<file path="src/rtl/adc_seq_pkg.sv">
// package: register map, field layout and types for the adc sequencing control
package adc_seq_pkg;
    localparam int          ADDR_W        = 4;
    localparam logic [3:0]  OFF_CTRL_TWO  = 4'h0;
    localparam logic [3:0]  OFF_MODE      = 4'h1;
    localparam logic [3:0]  OFF_STATUS    = 4'h2;
    localparam logic [3:0]  OFF_IRQ_STAT  = 4'h3;
    localparam logic [3:0]  OFF_IRQ_MASK  = 4'h4;
    localparam logic [3:0]  OFF_SCAN_SEL  = 4'h5;
    localparam logic [3:0]  OFF_SLOT      = 4'h6;

    localparam int          BIT_ALTERNATE_SAMPLE_MODE      = 0;
    localparam int          BIT_SPLIT_BUFFER_MODE      = 1;
    localparam int          BIT_RATE_LO   = 2;
    localparam int          BIT_BUFFER_HALF_STATUS      = 7;
    localparam int          BIT_CH_LO     = 8;
    localparam int          BIT_SCAN      = 10;
    localparam int          BIT_REF_LO    = 13;

    localparam logic [15:0] CTRL_TWO_RST  = 16'h0000;
    localparam logic [15:0] CTRL_TWO_WMSK = 16'he77f;
    localparam logic [1:0]  MODE_RST      = 2'h0;
    localparam logic [15:0] SCAN_RST      = 16'h0000;
    localparam logic [2:0]  IRQ_RST       = 3'h0;
    localparam logic [4:0]  RATE_NODMA_MAX = 5'h0f;

    // interrupt events: conversion group done, dma step, buffer half swap
    localparam int          EV_CONV       = 0;
    localparam int          EV_DMA        = 1;
    localparam int          EV_HALF       = 2;

    typedef struct packed {
        logic [3:0]  addr;
        logic [15:0] wdata;
        logic        wr;
        logic        rd;
    } bus_req_t;

    typedef struct packed {
        logic        alt_b;
        logic [1:0]  ch_count;
        logic        scanning;
        logic [3:0]  ch0_input;
        logic        upper_half;
        logic [5:0]  buf_index;
    } seq_out_t;
endpackage

</file>
<file path="src/rtl/rate_counter.sv">
// counts completed operations and pulses on every (n+1)-th one
`timescale 1ns/100ps
`default_nettype none
module rate_counter #(
    parameter int W = 5
) (
    input  wire logic         clk,        // clock
    input  wire logic         sys_rst,    // sync reset
    input  wire logic         clr,        // restart count
    input  wire logic         done,       // one operation completed
    input  wire logic [W-1:0] limit,      // n, pulse after n+1
    output logic              hit         // one-cycle pulse
);
    logic [W-1:0] cnt_ff;
    wire          at_limit = (cnt_ff >= limit);

    assign hit = done & at_limit;

    always_ff @(posedge clk) begin
        if (sys_rst || clr || hit) begin
            cnt_ff <= '0;
        end else if (done) begin
            cnt_ff <= cnt_ff + W'(1);
        end
    end
endmodule
`default_nettype wire

</file>
<file path="src/rtl/scan_picker.sv">
// finds the next selected scan input after the current one, wrapping
`timescale 1ns/100ps
`default_nettype none
module scan_picker #(
    parameter int N = 16
) (
    input  wire logic [N-1:0]         sel,     // scan selection mask
    input  wire logic [$clog2(N)-1:0] cur,     // current input
    output logic [$clog2(N)-1:0]      nxt,     // next selected input
    output logic                      any      // mask non-empty
);
    localparam int IW = $clog2(N);

    assign any = |sel;

    always_comb begin
        logic [IW-1:0] cand;
        logic          found;
        cand  = '0;
        nxt   = cur;
        found = 1'b0;
        for (int k = 1; k <= N; k++) begin
            cand = IW'((int'(cur) + k) % N);
            if (!found && sel[cand]) begin
                nxt   = cand;
                found = 1'b1;
            end
        end
    end
endmodule
`default_nettype wire

</file>
<file path="src/rtl/adc_sequence_buffer_control.sv">
// adc second control register and conversion sequencing control
`timescale 1ns/100ps
`default_nettype none
// Function
// - scan enable steps primary input through selection
// - channel count picks one, two or four
// - twelve-bit mode: channel count reads zero
// - split mode alternates halves per interrupt
// - no split: restart at start each interrupt
// - alternate mode swaps input sets per sample
// - alternate off: always first input set
module adc_sequence_buffer_control #(
    parameter int SCAN_N = 16,
    parameter int BUF_W  = 6
) (
    input  wire logic                  clk,           // 200 mhz clock
    input  wire logic                  sys_rst,       // sync reset, high
    input  wire logic [3:0]            reg_addr,      // register index
    input  wire logic [15:0]           reg_wdata,     // write data
    input  wire logic                  reg_wr,        // write strobe
    input  wire logic                  reg_rd,        // read strobe
    output logic [15:0]                reg_rdata,     // read data, next cycle
    input  wire logic                  conv_done,     // one sample/conversion done
    output adc_seq_pkg::seq_out_t      seq,           // sequencing state
    output logic                       conv_irq,      // conversion interrupt pulse
    output logic                       dma_step,      // dma address step pulse
    output logic                       irq            // level interrupt
);
    localparam int IW = $clog2(SCAN_N);

    adc_seq_pkg::bus_req_t req;
    assign req = '{addr: reg_addr, wdata: reg_wdata, wr: reg_wr, rd: reg_rd};

    logic [15:0]        ctrl_ff;
    logic [1:0]         mode_ff;      // [0] twelve_bit_select, [1] dma_path_enable
    logic [15:0]        scan_ff;
    logic [2:0]         irq_stat_ff;
    logic [2:0]         irq_mask_ff;
    logic [15:0]        rdata_ff;
    logic               upper_ff;
    logic               alt_b_ff;
    logic [IW-1:0]      ch0_ff;
    logic [BUF_W-1:0]   idx_ff;

    wire twelve_bit     = mode_ff[0];
    wire dma_en         = mode_ff[1];
    wire alternate_sample_mode           = ctrl_ff[adc_seq_pkg::BIT_ALTERNATE_SAMPLE_MODE];
    wire split_buffer_mode           = ctrl_ff[adc_seq_pkg::BIT_SPLIT_BUFFER_MODE];
    wire scan_en        = ctrl_ff[adc_seq_pkg::BIT_SCAN];
    wire [4:0] rate_raw = ctrl_ff[adc_seq_pkg::BIT_RATE_LO +: 5];
    wire [1:0] ch_raw   = ctrl_ff[adc_seq_pkg::BIT_CH_LO +: 2];

    function automatic logic hit_addr(input logic [3:0] a, input logic [3:0] off);
        hit_addr = (a == off);
    endfunction

    wire wr_ctrl  = req.wr & hit_addr(req.addr, adc_seq_pkg::OFF_CTRL_TWO);
    wire wr_mode  = req.wr & hit_addr(req.addr, adc_seq_pkg::OFF_MODE);
    wire wr_stat  = req.wr & hit_addr(req.addr, adc_seq_pkg::OFF_IRQ_STAT);
    wire wr_mask  = req.wr & hit_addr(req.addr, adc_seq_pkg::OFF_IRQ_MASK);
    wire wr_scan  = req.wr & hit_addr(req.addr, adc_seq_pkg::OFF_SCAN_SEL);

    // twelve-bit mode holds the channel count at zero
    wire [1:0] ch_eff = twelve_bit ? 2'h0 : ch_raw;

    // without dma only n up to fifteen applies
    wire [4:0] rate_eff = (!dma_en && rate_raw > adc_seq_pkg::RATE_NODMA_MAX)
                          ? adc_seq_pkg::RATE_NODMA_MAX : rate_raw;

    logic group_hit;
    rate_counter #(.W(5)) u_rate (
        .clk     (clk),
        .sys_rst (sys_rst),
        .clr     (wr_ctrl | wr_mode),
        .done    (conv_done),
        .limit   (rate_eff),
        .hit     (group_hit)
    );

    assign conv_irq = group_hit & ~dma_en;
    assign dma_step = group_hit & dma_en;

    logic [IW-1:0] scan_next;
    logic          scan_any;
    scan_picker #(.N(SCAN_N)) u_scan (
        .sel (scan_ff[SCAN_N-1:0]),
        .cur (ch0_ff),
        .nxt (scan_next),
        .any (scan_any)
    );

    // control register: writable fields, twelve-bit clears channel count
    wire [15:0] ctrl_wr_val = req.wdata & adc_seq_pkg::CTRL_TWO_WMSK;
    wire [15:0] nxt_ctrl    = twelve_bit
                              ? {ctrl_wr_val[15:10], 2'h0, ctrl_wr_val[7:0]}
                              : ctrl_wr_val;

    always_ff @(posedge clk) begin
        if (sys_rst) begin
            ctrl_ff <= adc_seq_pkg::CTRL_TWO_RST;
            mode_ff <= adc_seq_pkg::MODE_RST;
            scan_ff <= adc_seq_pkg::SCAN_RST;
        end else begin
            if (wr_ctrl) begin
                ctrl_ff <= nxt_ctrl;
            end
            if (wr_mode) begin
                mode_ff <= req.wdata[1:0];
            end
            if (wr_scan) begin
                scan_ff <= req.wdata;
            end
        end
    end

    // input set selection per sample
    wire nxt_alt_b = alternate_sample_mode ? ~alt_b_ff : 1'b0;

    // primary input: step through scan list on first-set samples only
    wire scan_step = scan_en & scan_any & ~alt_b_ff;

    // buffer half: toggles on interrupt in split mode, else stays lower
    wire half_flip  = conv_irq & split_buffer_mode;
    wire nxt_upper  = split_buffer_mode ? (upper_ff ^ half_flip) : 1'b0;

    // write index: restart at the half start on interrupt
    wire [BUF_W-1:0] half_base = nxt_upper ? BUF_W'(1 << (BUF_W-1)) : '0;
    wire [BUF_W-1:0] nxt_idx   = conv_irq ? half_base
                                 : (idx_ff + BUF_W'(1));

    always_ff @(posedge clk) begin
        if (sys_rst || wr_ctrl) begin
            upper_ff <= 1'b0;
            alt_b_ff <= 1'b0;
            idx_ff   <= '0;
            ch0_ff   <= '0;
        end else if (conv_done) begin
            upper_ff <= nxt_upper;
            alt_b_ff <= nxt_alt_b;
            idx_ff   <= nxt_idx;
            if (scan_step) begin
                ch0_ff <= scan_next;
            end
        end
    end

    assign seq = '{alt_b: alt_b_ff, ch_count: ch_eff, scanning: scan_en,
                   ch0_input: 4'(ch0_ff), upper_half: upper_ff,
                   buf_index: 6'(idx_ff)};

    // interrupt status: set wins over write-one-to-clear
    wire [2:0] ev = {half_flip, dma_step, conv_irq};
    wire [2:0] clr_bits = wr_stat ? req.wdata[2:0] : 3'h0;

    always_ff @(posedge clk) begin
        if (sys_rst) begin
            irq_stat_ff <= adc_seq_pkg::IRQ_RST;
            irq_mask_ff <= adc_seq_pkg::IRQ_RST;
        end else begin
            irq_stat_ff <= (irq_stat_ff & ~clr_bits) | ev;
            if (wr_mask) begin
                irq_mask_ff <= req.wdata[2:0];
            end
        end
    end

    assign irq = |(irq_stat_ff & irq_mask_ff);

    // read view: half flag is live, channel count forced in twelve-bit mode
    wire [15:0] ctrl_view = {ctrl_ff[15:10], ch_eff, upper_ff, ctrl_ff[6:0]};

    logic [15:0] rd_mux;
    always_comb begin
        unique case (req.addr)
            adc_seq_pkg::OFF_CTRL_TWO: rd_mux = ctrl_view;
            adc_seq_pkg::OFF_MODE:     rd_mux = {14'h0, mode_ff};
            adc_seq_pkg::OFF_STATUS:   rd_mux = {9'h0, idx_ff & {BUF_W{1'b1}}, alt_b_ff};
            adc_seq_pkg::OFF_IRQ_STAT: rd_mux = {13'h0, irq_stat_ff};
            adc_seq_pkg::OFF_IRQ_MASK: rd_mux = {13'h0, irq_mask_ff};
            adc_seq_pkg::OFF_SCAN_SEL: rd_mux = scan_ff;
            adc_seq_pkg::OFF_SLOT:     rd_mux = {12'h0, 4'(ch0_ff)};
            default:                   rd_mux = 16'h0000;
        endcase
    end

    always_ff @(posedge clk) begin
        if (sys_rst) begin
            rdata_ff <= 16'h0000;
        end else if (req.rd) begin
            rdata_ff <= rd_mux;
        end else begin
            rdata_ff <= 16'h0000;
        end
    end

    assign reg_rdata = rdata_ff;
endmodule
`default_nettype wire

</file>
<file path="config.mk">
export PLATFORM = sky130hd
export DESIGN_NAME = adc_sequence_buffer_control
export DESIGN_NICKNAME = d
export VERILOG_FILES = /design/src/rtl/adc_seq_pkg.sv /design/src/rtl/rate_counter.sv /design/src/rtl/scan_picker.sv /design/src/rtl/adc_sequence_buffer_control.sv
export SDC_FILE = /design/constraint.sdc
export NUM_CORES = 1
export LEC_CHECK = 0
export BUFFER_PORTS_ARGS = -buffer_cell sky130_fd_sc_hd__buf_2
export CORE_AREA = 2 2 139 141
export CTS_CLUSTER_SIZE = 16
export DETAILED_ROUTE_END_ITERATION = 8
export DIE_AREA = 0 0 141 143
export MAX_ROUTING_LAYER = met4
export PLACE_DENSITY_LB_ADDON = 0.08
export SLEW_MARGIN = 25
export SYNTH_ARGS = -nofsm -noshare
export SYNTH_HDL_FRONTEND = slang
export SYNTH_HIERARCHICAL = 1
export SYNTH_SLANG_ARGS = --single-unit
</file>
<file path="constraint.sdc">
create_clock -name clk -period 5.1 [get_ports clk]
set_clock_uncertainty 0.1 [all_clocks]
set_input_delay 0.51 -clock clk [delete_from_list [all_inputs] [get_ports clk]]
set_output_delay 0.51 -clock clk [all_outputs]
set_load 0.01 [all_outputs]
</file>
After elaboration in Yosys (flattened, before gate mapping)
Cells that the tools add are included.

Word-level logic and storage cells: 186. Output and inout bits: 34. Input port bits: 25. Register bits after elaboration: 73.

Bitwise logic cells: 20. Add/subtract/negate cells: 18. Reductions and logical operators: 41. Magnitude comparators: 18. Equality and inequality tests: 6. Multiplexer cells: 72.

Operator list (number): 16-bit one-hot mux with 7 select lines (1); 4-bit by 5-bit less-than comparator with 1-bit output (second input constant) (16); 1-bit binary-select mux with 4-bit select (16); 4-bit 2-to-1 mux (16); 1-bit 2-to-1 mux (33); 4-bit adder (second input constant) (8); 4-bit by 3-bit adder with 4-bit output (second input constant) (4); 1-bit logical AND (16); 1-bit logical NOT (16); 16-bit nonzero test (1); 16-bit OR reduction (1); 4-bit by 3-bit equality test with 1-bit output (second input constant) (3); 6-bit 2-to-1 mux (2); 1-bit AND (11); 10-bit 2-to-1 mux (1); 4-bit by 1-bit adder with 4-bit output (second input constant) (2); 4-bit by 2-bit adder with 4-bit output (second input constant) (2); 4-bit by 2-bit equality test with 1-bit output (second input constant) (2); 6-bit by 1-bit adder with 6-bit output (second input constant) (1); 3-bit AND (2); 5-bit by 1-bit adder with 5-bit output (second input constant) (1); 5-bit greater-or-equal comparator (1); 5-bit by 4-bit > comparator with 1-bit output (second input constant) (1); 5-bit 2-to-1 mux (1); other kinds (13) (17).

Longest topological paths before layout
Gate-level depths: netlist (run 1).

Depth after elaboration: 50. Gate-level depth with buffers: 18. Gate-level depth less buffers: 13.

By module
The synthesis (run 1) kept the hierarchy.

By module, submodules not included: adc_sequence_buffer_control (seq. area each 1301.2 um2, instances 1, cells an instance 339, area each 2839.0 um2); scan_picker (seq. area each 0.0 um2, instances 1, cells an instance 243, area each 2292.2 um2); rate_counter (seq. area each 100.1 um2, instances 1, cells an instance 43, area each 379.1 um2).

Least setup slack after synthesis (run 1)
Ideal clock, no wire load.

Kind: register -> register. From: register ch0_ff[0]. To: register ch0_ff[2]. Cell stages (with the launch flop): 17. Data arrival time: 3.611 ns. Buffers on the path: 4. Slack: 1.272 ns. Cell sequence: dfxtp_1 buf_6 buf_12 buf_12 inv_1 ha_1 buf_2 mux4_1 mux4_2 or3_4 nor3_2 a211oi_1 a21oi_2 o221ai_1 o32a_1 mux2i_1 nor2_1.

Elaborated cells between the ends (all ways): 111.

RTL lines: start, declared (RTL line adc_sequence_buffer_control.sv:42) `logic [IW-1:0] ch0_ff;`; start signal, assigned (RTL line adc_sequence_buffer_control.sv:142) `ch0_ff <= scan_next;`; 4-bit by 1-bit adder with 4-bit output (RTL line scan_picker.sv:23) `cand = IW'((int'(cur) + k) % N);`; 1-bit binary-select mux with 4-bit select (RTL line scan_picker.sv:24) `if (!found && sel[cand]) begin`; 1-bit 2-to-1 mux (not written as such) (RTL line scan_picker.sv:24); 1-bit 2-to-1 mux (RTL line scan_picker.sv:24); 1-bit logical NOT (RTL line scan_picker.sv:24); 1-bit logical AND (RTL line scan_picker.sv:24); 1-bit 2-to-1 mux (RTL line scan_picker.sv:24); 1-bit logical NOT (RTL line scan_picker.sv:24); (+34 left out); 1-bit 2-to-1 mux (RTL line scan_picker.sv:24); 1-bit logical NOT (RTL line scan_picker.sv:24); 1-bit logical AND (RTL line scan_picker.sv:24); 1-bit 2-to-1 mux (RTL line scan_picker.sv:24); 1-bit logical NOT (RTL line scan_picker.sv:24); 1-bit logical AND (RTL line scan_picker.sv:24); 4-bit 2-to-1 mux * (RTL line scan_picker.sv:24); named net scan_next[2] (RTL line adc_sequence_buffer_control.sv:83) `logic [IW-1:0] scan_next;`.

Mark *: on every way through the listed nets, which the timed path passes. The rest lies on a longest branch. The select of a mux whose other input is x is not followed. A chain may end at the register's enable or synchronous reset.

Final worst setup path (run 1)
From: register ch0_ff[0]. To: register ch0_ff[3].

Same word-level chain as after synthesis.

==> results of run 1 <==
## registers in the layout (all words and copies together), names as in the netlist
register       count
irq_mask_ff        3
ch0_ff             4
reg_rdata         16
scan_ff           16
ctrl_ff           13
mode_ff            2
upper_ff           1
u_rate/cnt_ff      5
idx_ff             6
alt_b_ff           1
irq_stat_ff        3
## critical path, cell delays in order, from the launching register on
cell and delay (ns):
dfxtp_1 0.33, inv_1 0.08, ha_1 0.70, mux4_1 0.46, mux2i_2 0.32, mux2i_2 0.27
nor4_4 0.52, and2_1 0.36, nand2_1 0.19, a2bb2oi_1 0.18, a21oi_1 0.19, o22a_1 0.14
mux2i_1 0.05, nor2_1 0.09
## how the worst min path moves through the flow
stage,to
finish,scan_ff[11]
global route,scan_ff[11]
CTS,scan_ff[12]
detailed placement,ctrl_ff[9]
global placement,ctrl_ff[8]
floorplan,ctrl_ff[8]
## synthesized netlist by cell type, types with 3 or more instances
| master | n | area [um2] |
|---|---|---|
| mux2_2 | 9 | 101 |
| a21oi_1 | 60 | 300 |
| mux2_1 | 3 | 33.8 |
| nor2_1 | 40 | 150 |
| mux4_2 | 19 | 428 |
| o22ai_1 | 5 | 31.3 |
| nor3b_1 | 4 | 30.0 |
| o21a_1 | 3 | 22.5 |
| ha_1 | 15 | 188 |
| nand4_1 | 7 | 43.8 |
| inv_1 | 21 | 78.8 |
| xnor2_1 | 6 | 52.6 |
| dfxtp_1 | 70 | 1400 |
| nor3_2 | 3 | 30.0 |
| or2_1 | 3 | 18.8 |
| xor2_1 | 8 | 70.1 |
| mux2i_1 | 30 | 300 |
| nand3b_1 | 5 | 37.5 |
| mux2i_2 | 3 | 41.3 |
| a31oi_1 | 5 | 31.3 |
| and3_1 | 8 | 50.1 |
| buf_2 | 13 | 65.1 |
| nand2_1 | 86 | 323 |
| nor2b_1 | 11 | 68.8 |
| and2_1 | 5 | 31.3 |
| o21ai_1 | 11 | 55.1 |
| nor4_1 | 10 | 62.6 |
| a211oi_1 | 5 | 37.5 |
| inv_2 | 3 | 11.3 |
| nand2b_1 | 15 | 93.8 |
| nand3_1 | 14 | 70.1 |
| clkbuf_1 | 11 | 41.3 |
| nor3_1 | 6 | 30.0 |
| buf_4 | 11 | 82.6 |
| a32oi_1 | 5 | 43.8 |
| a22oi_1 | 11 | 82.6 |
| mux4_1 | 10 | 263 |
| o32ai_1 | 4 | 35.0 |
| o21ai_0 | 13 | 65.1 |
## routing by layer
metal	up-vias	share of wire	global-route usage
met3	23	0.049	0.0382
met1	2424	0.48	0.260
met4	0	0.022	0.0626
met5	-	0	-
met2	147	0.45	0.282
li1	2402	-	-
## stage by stage
step	area (um2)	hold WS [ns]	power, mW	util
after CTS	6190	0.296	1.33	0.333
after detailed placement	5910	0.351	0.701	0.318
after global placement	5910	0.336	0.701	0.318
after floorplan	5510	0.327	0.661	-
final	6190	0.306	1.31	0.333
after global routing	6190	0.315	1.36	0.333
## logic make-up (layout without fill, tap and decap cells)
kind of cell,after synthesis,after routing
adder cells (fa/ha/maj),15,15
AO/OA/AOI/OAI,152,152
buffers and inverters,63,106
AND/OR/NAND/NOR,234,234
flip-flops,70,70
XOR/XNOR,15,15
multiplexers,76,76
## power by group through the flow
stage | clock network [mW] | logic (mW) | registers (mW)
floorplan | 0 | 0.0898 | 0.571
global placement | 0 | 0.126 | 0.575
detailed placement | 0 | 0.125 | 0.575
CTS | 0.638 | 0.126 | 0.563
global route | 0.661 | 0.139 | 0.564
finish | 0.620 | 0.126 | 0.563
## area by class of cell
cell class                 instances  area (um2)  area share
multi-input combinational        492        3770       0.609
sequential                        70        1400       0.226
timing repair buffer              65         343      0.0554
tap                              234         293      0.0473
clock buffer                      13         270      0.0436
inverter                          25        93.8      0.0152
clock inverter                     3        17.5     0.00283
==> flow_metrics.env, run 1 <==
export IMPL_via_per_inst=5.54
export IMPL_cts_tree="done"
export IMPL_fin_crit_ns=4.06
export IMPL_path_clk_slew_ns=0.06
export IMPL_hold_viol=0
export IMPL_pre_cts_ws_ns=1.07
export IMPL_pwr_share_seq=0.430
export IMPL_ys_warn_count=6
export IMPL_p_int_mw=0.967
export IMPL_pwr_density_cell_nw_per_um2=211
export IMPL_synth_edf_count=0
export IMPL_synthXorXnorAreaFrac=0.0272
export IMPL_numCtsBuffers=9
export IMPL_grt_util_all_layers=0.190
export IMPL_hold_path_depth=3
export IMPL_grt_pass1_vias=4781
export IMPL_async_flop_share=0
export IMPL_synth_compound_area_frac=0.178
export IMPL_clock_sinks=70
export IMPL_insertion_delay_ns=0.34
export IMPL_status="completed"
export IMPL_worstRegToRegCells=13
export IMPL_first_pass_iters=5
export IMPL_pin_count=59
export IMPL_area_growth_syn_to_layout_pct=12.4
export IMPL_ys_seq_elements=70
export IMPL_synth_simple_area_share=0.229
export IMPL_core_um2=18600
export IMPL_crit_start="ch0_ff[0]"
export IMPL_place_inst=886
export IMPL_max_slew_margin=0.401
export IMPL_vdd_ir_drop_max_uv=169
export IMPL_antenna_cells=0
export IMPL_synth_mux_area_frac=0.217
export IMPL_fin_nets=703
export IMPL_min_delay_start="reg_wdata[11]"
export IMPL_n_fill_cell=1940
export IMPL_synthesis_area_um2=5510
export IMPL_grt_antenna_before_repair=0
export IMPL_required_ns=5.27
export IMPL_die_h_um=143
export IMPL_vias=4996
export IMPL_max_freq_mhz=246
export IMPL_initial_utilization=0.297
export IMPL_layout_common_cells="86 x nand2_1, 70 x dfxtp_1, 60 x a21oi_1"
export IMPL_swShare=0.262
export IMPL_wire_per_inst_um=20.4
export IMPL_syn_avg_cell_area_um2=8.82
export IMPL_cts_hold_buf=0
export IMPL_grt_ovfl_total=0
export IMPL_grt_pass1_wl_um=28600
export IMPL_slew_viol_final=0
export IMPL_worstSetupEndpoint="ch0_ff[3]"
export IMPL_setup_worst_path_start_class="flop"
export IMPL_synthesis_nets=665
export IMPL_layout_cells_non_filler=902
export IMPL_r2r_end="ch0_ff[3]"
export IMPL_crit_arrival_ns=4.23
export IMPL_syn_inst=625
export IMPL_worst_slack_ns=1.04
export IMPL_dpl_hpwl_um=13500
export IMPL_ctsResizeCount=0
export IMPL_root_buffer="clkbuf_16"
export IMPL_finalSetupViolCount=0
export IMPL_drc_errors=0
export IMPL_synth_flop_cell="dfxtp_1"
export IMPL_switchingPower_mw=0.343
export IMPL_pwr_share_comb=0.096
export IMPL_grt_max_degree=43
export IMPL_rsz0062_at_grt="no"
export IMPL_htree_levels=3
export IMPL_synth_top_family_by_area="simple AND/OR/NAND/NOR gates"
export IMPL_timing_worst_setup_path_type="reg -> reg"
export IMPL_die_w_um=141
export IMPL_hp_class="in -> reg"
export IMPL_cts_setup_buffers=0
export IMPL_finalWirelength_um=18400
export IMPL_cts_buffer_depth=2
export IMPL_dieArea_um2=20200
export IMPL_p_clk_frac=0.474
export IMPL_synth_fa_ha_area_frac=0.0341
export IMPL_drt_iter0_markers=432
export IMPL_cap_violations=0
export IMPL_min_period_over_period=0.796
export IMPL_ys_seq_area_frac=0.254
export IMPL_std_cell_rows=50
export IMPL_worst_setup_path_end_kind="flop"
export IMPL_r2r_slack_ns=1.04
export IMPL_synth_cell_types=81
export IMPL_final_common_cell="nand2_1"
export IMPL_drive_gt1_frac=0.204
export IMPL_gp_congestion=0.852
export IMPL_worst_path_max_fanout=15
export IMPL_setup_tns_ns=0
export IMPL_ant_nets=0
export IMPL_p_leak_nw=2.42
export IMPL_io_buffer_count=58
export IMPL_worst_pin_slew_ns=0.894
export IMPL_reg2reg_from="ch0_ff[0]"
(Power assumes the default switching activity.)
==> run 2, diff against run 1 <==
- clock period: 5.1 -> 4 ns (I/O delays scaled with it)
==> flow_metrics.env, run 2 (synthesis gave the netlist of run 1 again) <==
export IMPL_numCtsBuffers=9
export IMPL_path_clk_slew_ns=0.05
export IMPL_setup_worst_path_start_class="flop"
export IMPL_worst_path_max_fanout=9
export IMPL_grt_pass1_vias=4911
export IMPL_vdd_ir_drop_max_uv=180
export IMPL_reg2reg_from="ch0_ff[0]"
export IMPL_grt_max_degree=43
export IMPL_drt_iter0_markers=336
export IMPL_std_cell_rows=50
export IMPL_required_ns=4.09
export IMPL_die_w_um=141
export IMPL_final_common_cell="nand2_1"
export IMPL_r2r_slack_ns=0.26
export IMPL_status="completed"
export IMPL_rsz0062_at_grt="no"
export IMPL_wire_per_inst_um=20.3
export IMPL_drc_errors=0
export IMPL_fin_nets=717
export IMPL_worst_setup_path_end_kind="flop"
export IMPL_hp_class="in -> reg"
export IMPL_worstRegToRegCells=13
export IMPL_core_um2=18600
export IMPL_hold_viol=0
export IMPL_cts_buffer_depth=2
export IMPL_antenna_cells=0
export IMPL_seq_area_um2=1400
export IMPL_max_freq_mhz=268
export IMPL_fin_crit_ns=3.74
export IMPL_grt_util_all_layers=0.190
export IMPL_via_per_inst=5.57
export IMPL_cap_violations=0
export IMPL_grt_pass1_wl_um=28800
export IMPL_initial_utilization=0.297
export IMPL_io_buffer_count=58
export IMPL_crit_start="ch0_ff[0]"
export IMPL_max_slew_margin=0.365
export IMPL_cts_hold_buf=0
export IMPL_vias=5100
export IMPL_htree_levels=3
export IMPL_root_buffer="clkbuf_16"
export IMPL_dieArea_um2=20200
export IMPL_grt_antenna_before_repair=1
export IMPL_finalSetupViolCount=0
export IMPL_grt_ovfl_total=0
export IMPL_first_pass_iters=5
export IMPL_finalWirelength_um=18600
export IMPL_setup_tns_ns=0
export IMPL_slew_viol_final=0
export IMPL_r2r_end="ch0_ff[3]"
export IMPL_holdWs_ns=0.210
export IMPL_crit_arrival_ns=3.83
export IMPL_timing_worst_setup_path_type="reg -> reg"
export IMPL_min_period_over_period=0.934
export IMPL_ant_nets=0
export IMPL_pwr_density_cell_nw_per_um2=265
export IMPL_clock_sinks=70
export IMPL_pin_count=59
export IMPL_layout_common_cells="86 x nand2_1, 70 x dfxtp_1, 60 x a21oi_1"
export IMPL_worst_pin_slew_ns=0.948
export IMPL_cts_tree="done"
export IMPL_dpl_hpwl_um=13900
export IMPL_drive_gt1_frac=0.219
export IMPL_multi_input_comb_area_um2=3770
export IMPL_ctsResizeCount=0
export IMPL_p_leak_nw=2.49
export IMPL_worstSetupEndpoint="ch0_ff[3]"
export IMPL_total_power_mw=1.67
export IMPL_area_growth_syn_to_layout_pct=14.6
export IMPL_n_fill_cell=1946
export IMPL_insertion_delay_ns=0.33
export IMPL_cts_setup_buffers=0
export IMPL_die_h_um=143
export IMPL_gp_congestion=0.893
-- run 2: per-layer routing --
metal / track usage / wire length (um)
met5: - / 0
met2: 0.297 / 8640
met4: 0.0505 / 267
met1: 0.256 / 8830
met3: 0.0335 / 859
-- run 2: how the worst min path moves through the flow --
| stage | from | end | depth (start not counted) |
|---|---|---|---|
| 2_1_floorplan | ctrl_ff[8] | ctrl_ff[8] | 2 |
| 3_3_place_gp | ctrl_ff[8] | ctrl_ff[8] | 2 |
| 3_5_place_dp | ctrl_ff[15] | ctrl_ff[15] | 2 |
| 4_1_cts | reg_wdata[7] | scan_ff[7] | 3 |
| 5_1_grt | reg_wdata[10] | ctrl_ff[10] | 3 |
| 6_report | reg_wdata[11] | scan_ff[11] | 3 |
-- run 2: critical path, stage by stage, from the launching register on --
cell,delay (ns)
dfxtp_1,0.37
inv_1,0.08
ha_1,0.50
mux4_1,0.40
mux2i_1,0.39
mux2i_2,0.23
nor4_4,0.34
and2_1,0.36
a22oi_1,0.15
o22ai_1,0.22
a21oi_1,0.11
o22a_1,0.17
mux2i_1,0.13
nor2_1,0.06
-- run 2: per-stage QoR --
| step | setup WS (ns) | instance area (um2) | util | cells |
|---|---|---|---|---|
| 5_1_grt | 0.0530 | 6310 | 0.340 | 915 |
| 3_5_place_dp | 0.316 | 6020 | 0.324 | 900 |
| 6_report | 0.264 | 6310 | 0.340 | 915 |
| 3_3_place_gp | 0.386 | 6020 | 0.324 | 900 |
| 2_1_floorplan | 0.172 | 5510 | - | 625 |
| 4_1_cts | 0.295 | 6310 | 0.340 | 915 |
-- run 2: layout make-up --
class,instances,share of cell area
repair buffers,79,0.0729
inverters,25,0.0149
clock inverters,4,0.00753
flip-flops and latches,70,0.222
well taps,234,0.0464
multi-input cells,492,0.598
clock buffers,11,0.0384
-- run 2: report_power, final --
group,switching (mW),internal [mW],total [mW]
Sequential,0.0130,0.705,0.718
Combinational,0.104,0.0605,0.164
Clock,0.297,0.494,0.791
Total,0.414,1.26,1.67
==> run 3, diff against run 2 <==
- clock period: 4 -> 3.3 ns (I/O delays scaled with it)
==> flow_metrics.env, run 3 (synthesis gave the netlist of run 1 again) <==
export IMPL_pwr_share_comb=0.102
export IMPL_total_power_mw=2.06
export IMPL_required_ns=3.40
export IMPL_worst_slack_ns=-0.0395
export IMPL_switchingPower_mw=0.539
export IMPL_slowest_delay_ns=0.55
export IMPL_final_util=0.370
export IMPL_grt_pass1_wl_um=29700
export IMPL_std_cell_rows=50
export IMPL_dieArea_um2=20200
export IMPL_grt_busiest_layer="met2"
export IMPL_cap_violations=0
export IMPL_hold_viol=0
export IMPL_worst_pin_slew_ns=0.824
export IMPL_grt_antenna_before_repair=0
export IMPL_core_um2=18600
export IMPL_p_int_mw=1.52
export IMPL_htree_levels=3
export IMPL_final_common_cell="nand2_1"
export IMPL_vias=5327
export IMPL_swShare=0.261
export IMPL_die_w_um=141
export IMPL_vdd_ir_drop_max_uv=234
export IMPL_area_growth_syn_to_layout_pct=24.8
export IMPL_pin_count=59
export IMPL_path_common_cell="mux4_2"
export IMPL_via_per_inst=5.52
export IMPL_rsz0062_at_grt="yes"
export IMPL_drive_gt1_frac=0.315
export IMPL_die_h_um=143
export IMPL_antenna_cells=0
export IMPL_p_leak_nw=2.74
export IMPL_drc_errors=0
export IMPL_min_period_over_period=1.01
export IMPL_fin_nets=766
export IMPL_cts_tree="done"
export IMPL_timing_worst_setup_path_type="reg -> reg"
export IMPL_gp_congestion=0.853
export IMPL_pre_cts_ws_ns=-0.154
export IMPL_path_clk_slew_ns=0.06
export IMPL_clock_sinks=70
export IMPL_slew_viol_final=0
export IMPL_grtUsageMet2=0.339
export IMPL_max_freq_mhz=299
export IMPL_pwr_share_seq=0.420
export IMPL_layout_common_cells="86 x nand2_1, 67 x dfxtp_1, 64 x buf_4"
export IMPL_io_buffer_count=58
export IMPL_finalWirelength_um=19400
export IMPL_failed_checks="negative setup slack"
export IMPL_wire_per_inst_um=20.1
export IMPL_critPathBufInv=2
export IMPL_numCtsBuffers=9
export IMPL_grt_ovfl_total=0
export IMPL_dpl_hpwl_um=14800
export IMPL_first_pass_iters=5
export IMPL_finalSetupViolCount=1
export IMPL_initial_utilization=0.297
export IMPL_worst_path_max_fanout=7
export IMPL_max_slew_margin=0.448
export IMPL_fin_area_um2=6880
export IMPL_pwr_density_cell_nw_per_um2=300
export IMPL_hp_class="in -> reg"
export IMPL_path_cells="inv_2, ha_4, buf_4, mux4_2, mux4_2, or3_4, nor3_4, a211oi_2, a21oi_2, o221ai_1, o32a_1, mux2i_1, nor2_1"
export IMPL_cts_buffer_depth=2
export IMPL_grt_util_all_layers=0.199
export IMPL_cpMaxStageDelayCell="mux4_2"
export IMPL_insertion_delay_ns=0.34
export IMPL_status="complete, but fails checks"
export IMPL_grtUsageMet1=0.240
export IMPL_root_buffer="clkbuf_16"
export IMPL_path_delay_family="multiplexers"
export IMPL_ant_nets=0
export IMPL_crit_arrival_ns=3.44
export IMPL_placedInstanceArea_um2=6330
export IMPL_p_clk_frac=0.477
export IMPL_grt_pass1_vias=5142
export IMPL_fin_crit_ns=3.34
export IMPL_met3_usage=0.0235
export IMPL_drt_iter0_markers=378
export IMPL_worst_setup_path_end_kind="flop"
export IMPL_setup_worst_path_start_class="flop"
export IMPL_grt_max_degree=32
export IMPL_n_fill_cell=1937
## run 3: metal layers
layer / part of all wire / up-vias
li1: - / 2536
met1: 0.42 / 2598
met2: 0.51 / 152
met3: 0.038 / 41
met4: 0.031 / 0
met5: 0 / -
## run 3: area by class of cell
type / instances / area (um2) / area share
sequential: 70 / 1410 / 0.205
clock buffer: 10 / 229 / 0.0333
clock inverter: 6 / 70.1 / 0.0102
tap: 234 / 293 / 0.0426
multi-input combinational: 492 / 3910 / 0.569
timing repair buffer: 128 / 856 / 0.124
inverter: 25 / 104 / 0.0151
## run 3: final timing paths
check,from,end,slack [ns],depth (start not counted)
setup / recovery,ch0_ff[1],ch0_ff[2],-0.04,13
hold / removal,reg_wdata[4],scan_ff[4],0.14,3
setup reg to reg,ch0_ff[1],ch0_ff[2],-0.04,13
hold reg to reg,ctrl_ff[8],ctrl_ff[8],0.35,2
## run 3: stage by stage
step                std cells  TNS [ns]  hold WS, ns
CTS                       956         0        0.122
finish                    965   -0.0395        0.138
detailed placement        934    -0.403        0.340
global placement          934    -0.265        0.335
floorplan                 625    -0.227        0.327
global route              965    -0.535        0.135
## run 3: worst reg2reg max path, delay by kind of cell, from the launching register on
family                   cells  cell delay [ns]
AO/OA/AOI/OAI                4             0.48
adder cells (fa/ha/maj)      1             0.33
buffers and inverters        2             0.25
flip-flops                   1             0.38
multiplexers                 3             1.09
AND/OR/NAND/NOR              3             0.57
## run 3: power groups by stage
stage,clock [mW],combinational (mW),sequential (mW)
4_1_cts,1.02,0.206,0.869
6_report,0.985,0.211,0.868
2_1_floorplan,0,0.140,0.882
3_5_place_dp,0,0.205,0.888
3_3_place_gp,0,0.204,0.888
5_1_grt,1.06,0.231,0.868
## run 3: timing repair
| action | CTS | global route |
|---|---|---|
| resized for setup | 9 | 28 |
| buffers inserted | 6 | 9 |
| hold buffers | 0 | 0 |
| setup endpoints to repair | 4 | 4 |
| cloned | 0 | 0 |
| hold endpoints to repair | 0 | 0 |
| pin swaps | 3 | 7 |
